**config.mk**
```make
export PLATFORM = sky130hd
export DESIGN_NAME = ncw_config_bank
export DESIGN_NICKNAME = d
export VERILOG_FILES = /design/src/rtl/ncw_pkg.sv /design/src/rtl/ncw_config_bank.sv
export SDC_FILE = /design/constraint.sdc
export NUM_CORES = 1
export LEC_CHECK = 0
export BUFFER_PORTS_ARGS = -buffer_cell sky130_fd_sc_hd__buf_2
export CORE_MARGIN = 2
export CORE_UTILIZATION = 44
export DETAILED_ROUTE_END_ITERATION = 8
export PLACE_DENSITY = 0.72
export SLEW_MARGIN = 20
export SYNTH_ARGS = -nofsm -noshare
export SYNTH_HDL_FRONTEND = slang
export SYNTH_SLANG_ARGS = --single-unit
```
**constraint.sdc**
```tcl
create_clock -name MCLK_I -period 1.83 [get_ports MCLK_I]
set_input_delay 0.0915 -clock MCLK_I [delete_from_list [all_inputs] [get_ports MCLK_I]]
set_output_delay 0.0915 -clock MCLK_I [all_outputs]
set_load 0.01 [all_outputs]
```
**src/rtl/ncw_pkg.sv**
```systemverilog
// Purpose: Constants for the nonvolatile configuration word bank
// Assumes: Words read through the program-memory table-read path
// Notes:   Word addresses step by two, as program memory does
package ncw_pkg;

  // Word geometry
  localparam int          WORD_W     = 24;
  localparam int          DATA_W     = 16;
  localparam int          ADDR_W     = 24;
  localparam int          NUM_WORDS  = 7;
  localparam int          IDX_W      = 3;

  // Configuration space placement
  localparam logic [23:0] CFG_BASE   = 24'hf80000;
  localparam logic [23:0] ADDR_STEP  = 24'h000002;

  // Word indices
  localparam logic [2:0]  IDX_BOOT   = 3'h0;
  localparam logic [2:0]  IDX_SECURE = 3'h1;
  localparam logic [2:0]  IDX_GEN    = 3'h2;
  localparam logic [2:0]  IDX_OSCSEL = 3'h3;
  localparam logic [2:0]  IDX_OSC    = 3'h4;
  localparam logic [2:0]  IDX_WDOG   = 3'h5;
  localparam logic [2:0]  IDX_POR    = 3'h6;

  // Implemented-bit masks per word
  localparam logic [23:0] MASK_BOOT   = 24'h0000cf;
  localparam logic [23:0] MASK_SECURE = 24'h0000cf;
  localparam logic [23:0] MASK_GEN    = 24'h000007;
  localparam logic [23:0] MASK_OSCSEL = 24'h000087;
  localparam logic [23:0] MASK_OSC    = 24'h0000e7;
  localparam logic [23:0] MASK_WDOG   = 24'h0000ff;
  localparam logic [23:0] MASK_POR    = 24'h0000ff;
  localparam logic [23:0] MASK_CFG    = 24'h00ffff;

  // general_segment_config fields
  localparam int          GEN_WRP_BIT  = 0;
  localparam int          GEN_PROT_LSB = 1;
  // oscillator_source_select fields
  localparam int          SRC_LSB      = 0;
  localparam int          TWO_SPEED_BIT = 7;
  // oscillator_config fields
  localparam int          POSC_LSB     = 0;
  localparam int          SECOND_OSCILLATOR_PIN_FN_BIT  = 2;
  // power_on_config fields
  localparam int          ALT_TW_BIT   = 4;

  // Protection level codes
  localparam logic [1:0]  PROT_NONE    = 2'h3;
  localparam logic [1:0]  PROT_STD     = 2'h2;

  // Primary oscillator modes
  typedef enum logic [1:0] {
    NCW_POSC_EXT_CLK  = 2'b00,
    NCW_POSC_STD_XTAL = 2'b01,
    NCW_POSC_HS_XTAL  = 2'b10,
    NCW_POSC_OFF      = 2'b11
  } ncw_posc_t;

  // Initial clock sources
  typedef enum logic [2:0] {
    NCW_SRC_PRI       = 3'b010,
    NCW_SRC_PRI_PLL   = 3'b011,
    NCW_SRC_SECONDARY = 3'b100,
    NCW_SRC_LOW_RC    = 3'b101,
    NCW_SRC_FRC_DIV16 = 3'b110,
    NCW_SRC_FRC_POST  = 3'b111
  } ncw_src_t;

endpackage

```
**src/rtl/ncw_config_bank.sv**
```systemverilog
// Purpose: Nonvolatile configuration word bank with reset-time latching
// Assumes: Table-read and programming ports are on the MCLK_I domain
// Notes:   Word storage is not touched by reset, only by programming
//
// Functional notes
// [RULE_01] Each word is 24 bits wide and only the low 16 bits hold settings.
// [RULE_02] A programmed bit reads zero and an unprogrammed (erased) bit reads one.
// [RULE_03] Words sit from the configuration base upward and stay readable in normal running.
// [RULE_04] Unimplemented bit positions, including all above the fields, read as zero.
// [RULE_05] Words are written by self-programming firmware, the serial programmer or a device programmer.
// [RULE_06] Protection level 11 is none, 10 is standard and 0x is high security.
// [RULE_07] The general write-protect bit allows general segment writes at 1 and blocks them at 0.
// [RULE_08] With two-speed start-up at 1 the device starts on fast RC, then moves to the chosen source.
// [RULE_09] A three-bit field chooses the initial oscillator source.
// [RULE_10] The second oscillator pin function bit gives clock output at 1 and digital I/O at 0.
// [RULE_11] Primary mode 11 is off, 10 high-speed crystal, 01 standard crystal, 00 external clock.
// [RULE_12] The alternate two-wire bit selects primary pins at 1 and alternate pins at 0.
// [RULE_13] All fields are latched during reset and held stable until the next reset.
`timescale 1ns/1ns

module ncw_config_bank
  import ncw_pkg::*;
(
  // Clock and reset
  input  wire logic              MCLK_I,
  input  wire logic              NRST_I,
  // Table-read port
  input  wire logic              RD_EN_I,
  input  wire logic [ADDR_W-1:0] RD_ADDR_I,
  output logic      [WORD_W-1:0] RD_DATA_O,
  output logic                   RD_VALID_O,
  // Programming port
  input  wire logic              WR_EN_I,
  input  wire logic [ADDR_W-1:0] WR_ADDR_I,
  input  wire logic [WORD_W-1:0] WR_DATA_I,
  input  wire logic              ERASE_I,
  output logic                   WR_DONE_O,
  // Code protection controls
  output logic [1:0]             GEN_PROTECT_LEVEL_O,
  output logic                   GEN_PROT_NONE_O,
  output logic                   GEN_PROT_STANDARD_O,
  output logic                   GEN_PROT_HIGH_O,
  output logic                   GEN_WRITE_ALLOW_O,
  // Oscillator controls
  output logic                   TWO_SPEED_STARTUP_O,
  output logic                   START_ON_FAST_RC_O,
  output logic [2:0]             INIT_CLOCK_SOURCE_O,
  output logic                   INIT_USES_PLL_O,
  output logic                   SECOND_OSCILLATOR_PIN_CLOCK_OUT_O,
  output logic [1:0]             PRIMARY_OSC_MODE_O,
  output logic                   PRIMARY_OSC_ENABLE_O,
  // Pin mapping
  output logic                   TWO_WIRE_ALT_SEL_O
);

  ////////////////////////////////////////////////////////////////////////////
  // Helper functions

  // Implemented-bit mask of one word, zero for an unmapped index
  function automatic logic [WORD_W-1:0] word_mask(input logic [IDX_W-1:0] idx);
    logic [WORD_W-1:0] m;
    m = '0;
    unique case (idx)
      IDX_BOOT:   m = MASK_BOOT;
      IDX_SECURE: m = MASK_SECURE;
      IDX_GEN:    m = MASK_GEN;
      IDX_OSCSEL: m = MASK_OSCSEL;
      IDX_OSC:    m = MASK_OSC;
      IDX_WDOG:   m = MASK_WDOG;
      IDX_POR:    m = MASK_POR;
      default:    m = '0;
    endcase
    return m & MASK_CFG;
  endfunction

  // Address to word index; hit low when outside the bank
  function automatic logic addr_hit(input logic [ADDR_W-1:0] a);
    logic [ADDR_W-1:0] off;
    off = a - CFG_BASE;
    return (a >= CFG_BASE) && (off[0] == 1'b0) && (off < ADDR_W'(NUM_WORDS) * ADDR_STEP);
  endfunction

  function automatic logic [IDX_W-1:0] addr_idx(input logic [ADDR_W-1:0] a);
    logic [ADDR_W-1:0] off;
    off = a - CFG_BASE;
    return off[IDX_W:1];
  endfunction

  ////////////////////////////////////////////////////////////////////////////
  // Nonvolatile storage

  // Starts erased: every implemented bit unprogrammed
  logic [WORD_W-1:0] cfg_mem [NUM_WORDS] = '{MASK_BOOT, MASK_SECURE, MASK_GEN, MASK_OSCSEL,
                                             MASK_OSC, MASK_WDOG, MASK_POR};

  logic              wr_hit;
  logic [IDX_W-1:0]  wr_idx;
  logic              rd_hit;
  logic [IDX_W-1:0]  rd_idx;

  assign wr_hit = addr_hit(WR_ADDR_I);
  assign wr_idx = addr_idx(WR_ADDR_I);
  assign rd_hit = addr_hit(RD_ADDR_I);
  assign rd_idx = addr_idx(RD_ADDR_I);

  // [RULE_05] programming port writes
  // [RULE_02] erase returns bits to one
  // Erase wins over a same-cycle write; only implemented bits are stored
  always_ff @(posedge MCLK_I)
  begin
    if (ERASE_I)
    begin
      for (int i = 0; i < NUM_WORDS; i++)
      begin
        cfg_mem[i] <= word_mask(IDX_W'(i));
      end
    end
    else if (WR_EN_I && wr_hit)
    begin
      cfg_mem[wr_idx] <= WR_DATA_I & word_mask(wr_idx);
    end
  end

  // Write completion pulse, one cycle after the accepted request
  logic wr_done_ff;

  always_ff @(posedge MCLK_I)
  begin
    if (!NRST_I)
      wr_done_ff <= 1'b0;
    else
      wr_done_ff <= ERASE_I | (WR_EN_I & wr_hit);
  end

  assign WR_DONE_O = wr_done_ff;

  ////////////////////////////////////////////////////////////////////////////
  // Table-read path

  logic [WORD_W-1:0] rd_data_ff;
  logic              rd_valid_ff;
  logic [WORD_W-1:0] nxt_rd_data;

  // [RULE_01] [RULE_04] upper byte and unused bits zero
  always_comb
  begin
    nxt_rd_data = rd_data_ff;
    if (RD_EN_I)
      nxt_rd_data = rd_hit ? (cfg_mem[rd_idx] & word_mask(rd_idx)) : '0;
  end

  // [RULE_03] readable in normal running
  // Unmapped reads still answer, with zero, so firmware never stalls
  always_ff @(posedge MCLK_I)
  begin
    if (!NRST_I)
    begin
      rd_data_ff  <= '0;
      rd_valid_ff <= 1'b0;
    end
    else
    begin
      rd_data_ff  <= nxt_rd_data;
      rd_valid_ff <= RD_EN_I;
    end
  end

  assign RD_DATA_O  = rd_data_ff;
  assign RD_VALID_O = rd_valid_ff;

  ////////////////////////////////////////////////////////////////////////////
  // Reset-time latch of the decoded settings

  logic [1:0] gen_prot_ff;
  logic       gen_none_ff;
  logic       gen_std_ff;
  logic       gen_high_ff;
  logic       gen_wr_ff;
  logic       two_speed_ff;
  logic       fast_rc_ff;
  logic [2:0] src_ff;
  logic       src_pll_ff;
  logic       second_oscillator_pin_ff;
  logic [1:0] posc_ff;
  logic       posc_en_ff;
  logic       alt_tw_ff;

  logic [WORD_W-1:0] w_gen;
  logic [WORD_W-1:0] w_sel;
  logic [WORD_W-1:0] w_osc;
  logic [WORD_W-1:0] w_por;
  logic [1:0]        f_prot;
  logic [2:0]        f_src;
  logic [1:0]        f_posc;

  assign w_gen  = cfg_mem[IDX_GEN];
  assign w_sel  = cfg_mem[IDX_OSCSEL];
  assign w_osc  = cfg_mem[IDX_OSC];
  assign w_por  = cfg_mem[IDX_POR];
  assign f_prot = w_gen[GEN_PROT_LSB +: 2];
  assign f_src  = w_sel[SRC_LSB +: 3];
  assign f_posc = w_osc[POSC_LSB +: 2];

  // [RULE_13] sampled while reset is held, frozen after
  // Mid-run reprogramming cannot disturb clocks until the next reset
  always_ff @(posedge MCLK_I)
  begin
    if (!NRST_I)
    begin
      gen_prot_ff  <= f_prot;
      // [RULE_06] protection level decode
      gen_none_ff  <= (f_prot == PROT_NONE);
      gen_std_ff   <= (f_prot == PROT_STD);
      gen_high_ff  <= ~f_prot[1];
      // [RULE_07] general write gate
      gen_wr_ff    <= w_gen[GEN_WRP_BIT];
      // [RULE_08] two-speed start on fast RC
      two_speed_ff <= w_sel[TWO_SPEED_BIT];
      fast_rc_ff   <= w_sel[TWO_SPEED_BIT];  // Own flop so a stuck start request shows up alone
      // [RULE_09] initial source select
      src_ff       <= f_src;
      src_pll_ff   <= (f_src == NCW_SRC_PRI_PLL);
      // [RULE_10] second oscillator pin role
      second_oscillator_pin_ff      <= w_osc[SECOND_OSCILLATOR_PIN_FN_BIT];
      // [RULE_11] primary oscillator mode
      posc_ff      <= f_posc;
      posc_en_ff   <= (f_posc != NCW_POSC_OFF);
      // [RULE_12] two-wire pin pair, low bit picks alternate
      alt_tw_ff    <= ~w_por[ALT_TW_BIT];
    end
  end

  assign GEN_PROTECT_LEVEL_O  = gen_prot_ff;
  assign GEN_PROT_NONE_O      = gen_none_ff;
  assign GEN_PROT_STANDARD_O  = gen_std_ff;
  assign GEN_PROT_HIGH_O      = gen_high_ff;
  assign GEN_WRITE_ALLOW_O    = gen_wr_ff;
  assign TWO_SPEED_STARTUP_O  = two_speed_ff;
  assign START_ON_FAST_RC_O   = fast_rc_ff;  // Clock block switches once source ready
  assign INIT_CLOCK_SOURCE_O  = src_ff;
  assign INIT_USES_PLL_O      = src_pll_ff;
  assign SECOND_OSCILLATOR_PIN_CLOCK_OUT_O     = second_oscillator_pin_ff;
  assign PRIMARY_OSC_MODE_O   = posc_ff;
  assign PRIMARY_OSC_ENABLE_O = posc_en_ff;
  assign TWO_WIRE_ALT_SEL_O   = alt_tw_ff;

endmodule

```
==> Word-level counts from Yosys, hierarchy flattened <==
Memory sizes are Yosys's and may differ from the RTL's.
Index checks and enable logic that the tools add are counted.
{ "word_totals": {"register_bits": 42, "ramBits": 168, "input_bits": 77, "word_cells": 77, "n_memories": 1} }
{ "classes": {"addsub": 2, "n_lt_le_gt_ge": 4, "eq_ne": 16, "n_mux": 19, "bitwise": 8, "n_reduce_logical": 12} }
{ "memory_table": {"columns": ["name", "words", "width", "read_ports", "rd_ports_with_merged_regs", "write_ports", "line_no", "rtl"], "rows": [
  ["cfg_mem", 7, 24, 5, 0, 7, "ncw_config_bank.sv:93", "logic [WORD_W-1:0] cfg_mem [NUM_WORDS] = '{MASK_BOOT, MASK_SECURE, MASK_GEN, MASK_OSCSEL,"]
]} }
{ "ops": {"columns": ["operator", "count"], "rows": [
  ["$mux 16", 8],
  ["$pmux 8 s5", 2],
  ["$and 24x16->24", 2],
  ["$ge 24x24->1 const B", 2],
  ["$lt 24x4->1 const B", 2],
  ["$mux 24", 2],
  ["$sub 24x24->24 const B", 2],
  ["$reduce_or 24->1", 1],
  ["$eq 3x3->1 const B", 6],
  ["$eq 3x2->1 const B", 5],
  ["$reduce_or 2->1", 4],
  ["$eq 3x1->1 const B", 2],
  ["$logic_not 3->1", 2],
  ["$mux 1", 6],
  ["$logic_and 1x1->1", 5],
  ["$eq 2x2->1 const B", 2],
  ["$not 1->1", 4],
  ["$mux 3", 1],
  ["$ne 2x2->1 const B", 1],
  ["$and 1x1->1", 1],
  ["$or 1x1->1", 1]
]} }

==> Logic depth before layout (Yosys ltp) <==
{ "depth": {"depth_word": 10, "mapped_depth": 7, "mapped_depth_nobuf": 5} }

==> Worst setup path after synthesis <==
Ideal clock, no wire load.
{ "synth_path": {"path_kind": "input-to-reg", "start": "input WR_ADDR_I[19]", "end": "memory cfg_mem[5][0] (enable)", "t_arrival_ps": 1613, "required_time_ps": 1453, "path_slack_ps": -160, "stages": 6, "path_buffers": 1, "cell_sequence": "ha_1 -> nor4b_1 -> and4b_1 -> buf_6 -> o211ai_1 -> a22oi_1"} }
{ "synth_lines": {"columns": ["item", "line_no", "rtl"], "rows": [
  ["start, declared", "ncw_config_bank.sv:34", "input wire logic [ADDR_W-1:0] WR_ADDR_I,"],
  ["end, declared", "ncw_config_bank.sv:93", null]
]} }

==> summary.md <==
| Metric | Value |
|---|---|
| Dpl hpwl | 5680 um |
| Total GRT Usage | roughly 18% |
| Final GP Congestion | a little over 0.8 |
| Seq cells post-synth | 68 |
| Critical Path AT | 1.68 ns |
| DRT iter0 DRCs | approximately 140 |
| Wire length of the first global-routing pass | about 12000 um |
| Synth Instances | 275 |
| Met1 usage | 23.4% |
| Number of global-route vias before repair | about 2400 |
| F_max | between 500 and 600 MHz |
| DP Worst Slack | -0.301 ns |
| Top cell type's share of synthesized area | 45.3% |
| Vias | 2558 |
| DR pass1 iterations | 5 |
| Async S/R FF share, synth | 0% |
| CTS tree | yes |
| H-tree Lvls | 3 |
| Starting density of the core | a little under half |
| Min Clock Period, post-route | 1.70 ns |
| Yosys warns | 0 |
| Post-synth EDFFs | 50 |
| Drt drc | 0 |
| Full die area | 8250 um2 |
| Worst Hold Class | input port to register |
| Critical path type | input port to register |
| Clk pin slew, worst setup/hold paths | about 0.070 ns |
| Post-route insts no fill | 484 |
| Nets | between 400 and 500 |
| Num CTS Buffers | 9 |
| Top post-synthesis cells by count | 50 x edfxtp_1, 25 x nand2_1, 23 x nand3_1, 18 x dfxtp_1, 17 x buf_4 |
| Crit Path Max Fanout | 8 |
| Core area | between 7000 and 8000 um2 |
| Design Power | 3.40 mW |
| Status | complete, no violations |
| Design Area, Final | 4120 um2 |
| Busiest grt layer | met2 |
| Setup slack after layout | 0.126 ns |
| Top cells by area, synth | edfxtp_1 45%, dfxtp_1 11%, buf_4 3.8% |
| GRT met2 Usage | 28.4% |
| Ports | 120 |
| Share of layout cells above drive strength 1 | a little under two fifths |
| Largest net degree at the start of global routing | 20 |
| Synthesized cell area | 3320 um2 |
| Distinct cell type count after synthesis | 54 |
| Antenna violations before repair | 0 |
| VDD IR-drop max | 0.450 mV |
| Vias per cell | 5.29 |
| Yosys top cell by area | edfxtp_1 |
| Clk root buf | clkbuf_8 |
| Post-Route Utilization | ~56% |
| Hold slack final | 0.0478 ns |
| Detailed Route WL | 7300 um |
| Fin. max-slew vios | 0 |
| P&R area growth vs syn | 24.2% |
| Worst R2R Setup Slack | 0.35 ns |
| Antenna violation net count after detailed routing | 0 |
| Fin crit share | approximately 93% |
| Antenna diodes | 0 |
| Worst Tran Pin Value | 0.526 ns |
| Final Hold Viols | 0 |
| GRT overflow | 0 |
| Pleak | 1.71 nW |
| Routed len/inst | 15.1 um |
| Met3 Usage GRT | 5.43% |
| Post-synthesis sequential area ratio | 56.1% |
| FP Rows | 31 |
| Setup total negative slack | 0 ns |
| Worst-Skew Late Latency | 0.34 ns |
| Placed instance area | 3870 um2 |
| Max Buffers Root-to-Sink | 2 |
| Max_cap viols | 0 |
| I/O Buffers | 87 |
| Most frequent cell after synthesis | edfxtp_1 |
| CP Data Required Time | 1.81 ns |
| Inst Count DP | 466 |
| Relative slew slack | 64.8% |
| Final setup violating endpoints | 0 |
| Die height | 90.8 um |
| PwrDens | 825 nW/um2 |
| Area of the multi-input gates | 1260 um2 |
| Synth Flop Type | edfxtp_1 |
| Setup crit end kind | register |
| Worst setup SP type | input port |
| Storage cell area | 1860 um2 |
| Clock Skews | 0.00550 ns |
| Clk sinks | a little under 70 |
| Die W | about 90 um |
| Syn avg cell area | 12.1 um2 |
| Filler cell count in the final layout | between 600 and 700 |
| RSZ-0062 raised after global routing | false |
report_power, final:
part           total [mW]  switching, mW  internal (mW)
registers            1.73         0.0211           1.71
logic               0.339          0.192          0.147
clock network        1.33          0.560          0.767
cells in the final DEF (no fill, tap or decap), types with 3 or more instances in the layout:
master    count
nand3b_1      3
a22o_1        5
a32o_1        3
inv_1        13
nand2_1      25
buf_4        20
nand3_1      23
conb_1       17
mux4_2        4
and2_1        4
a31oi_1       3
a311o_1       4
nor4bb_1      5
nor2_1       12
mux2_2        5
dfxtp_1      18
o21ai_0       8
nor4_1        4
clkbuf_8      9
buf_2        87
a211o_1       4
mux2i_1       6
edfxtp_1     50
nand4_1       7
metal layers:
| metal | routed length (um) | part of all wire [%] |
|---|---|---|
| met5 | 0 | 0 |
| met4 | 106 | 1.5 |
| met3 | 613 | 8.4 |
| met2 | 3470 | 48 |
| met1 | 3100 | 43 |
logic make-up after synthesis:
group / Yosys count / share of synthesized area [%]
DFF: 68 / 56.1
adders and majority gates: 2 / 0.754
muxes: 15 / 6.22
AOI/OAI and AO/OA: 43 / 10.0
and+or+nand+nor: 101 / 18.5
buffers and inverters: 44 / 8.00
other: 1 / 0.113
xor gates and xnor gates: 1 / 0.264
flip-flops by register name, indices dropped and copies added, names as in the netlist, 2 cells and up:
register	flops
GEN_PROTECT_LEVEL_O	2
INIT_CLOCK_SOURCE_O	3
PRIMARY_OSC_MODE_O	2
RD_DATA_O	8
cfg_mem	42
critical path, stage by stage:
cell,delay [ns]
buf_2,0.12
ha_1,0.30
nor4b_2,0.27
and4b_1,0.26
o211ai_1,0.14
a22oi_2,0.50
timing repair:
action,CTS,global route
endpoints found under the setup margin,0,45
gates resized for setup,0,2
hold buffers,2,0
hold endpoints to repair,1,0
setup buffers,0,0
area by class of cell:
class                   count  share of cell area, %
flip-flops and latches     68                   45.2
well taps                  99                   3.01
multi-input cells         179                   30.7
clock inverters             6                   2.16
repair buffers            109                   14.7
clock buffers              10                   3.10
inverters                  13                   1.18
final timing paths:
check / start / end / cells past startpoint
setup / recovery: WR_ADDR_I[19] / cfg_mem[5][6]$_DFFE_PP_ / 6
hold / removal: WR_DATA_I[6] / cfg_mem[6][6]$_SDFFE_PP1P_ / 2
setup reg to reg: cfg_mem[2][2]$_SDFFCE_PN1P_ / RD_DATA_O[2]$_SDFFE_PN0P_ / 3
hold reg to reg: RD_DATA_O[5]$_SDFFE_PN0P_ / RD_DATA_O[5]$_SDFFE_PN0P_ / 1
Note: power is estimated with default switching activity, not from simulation.
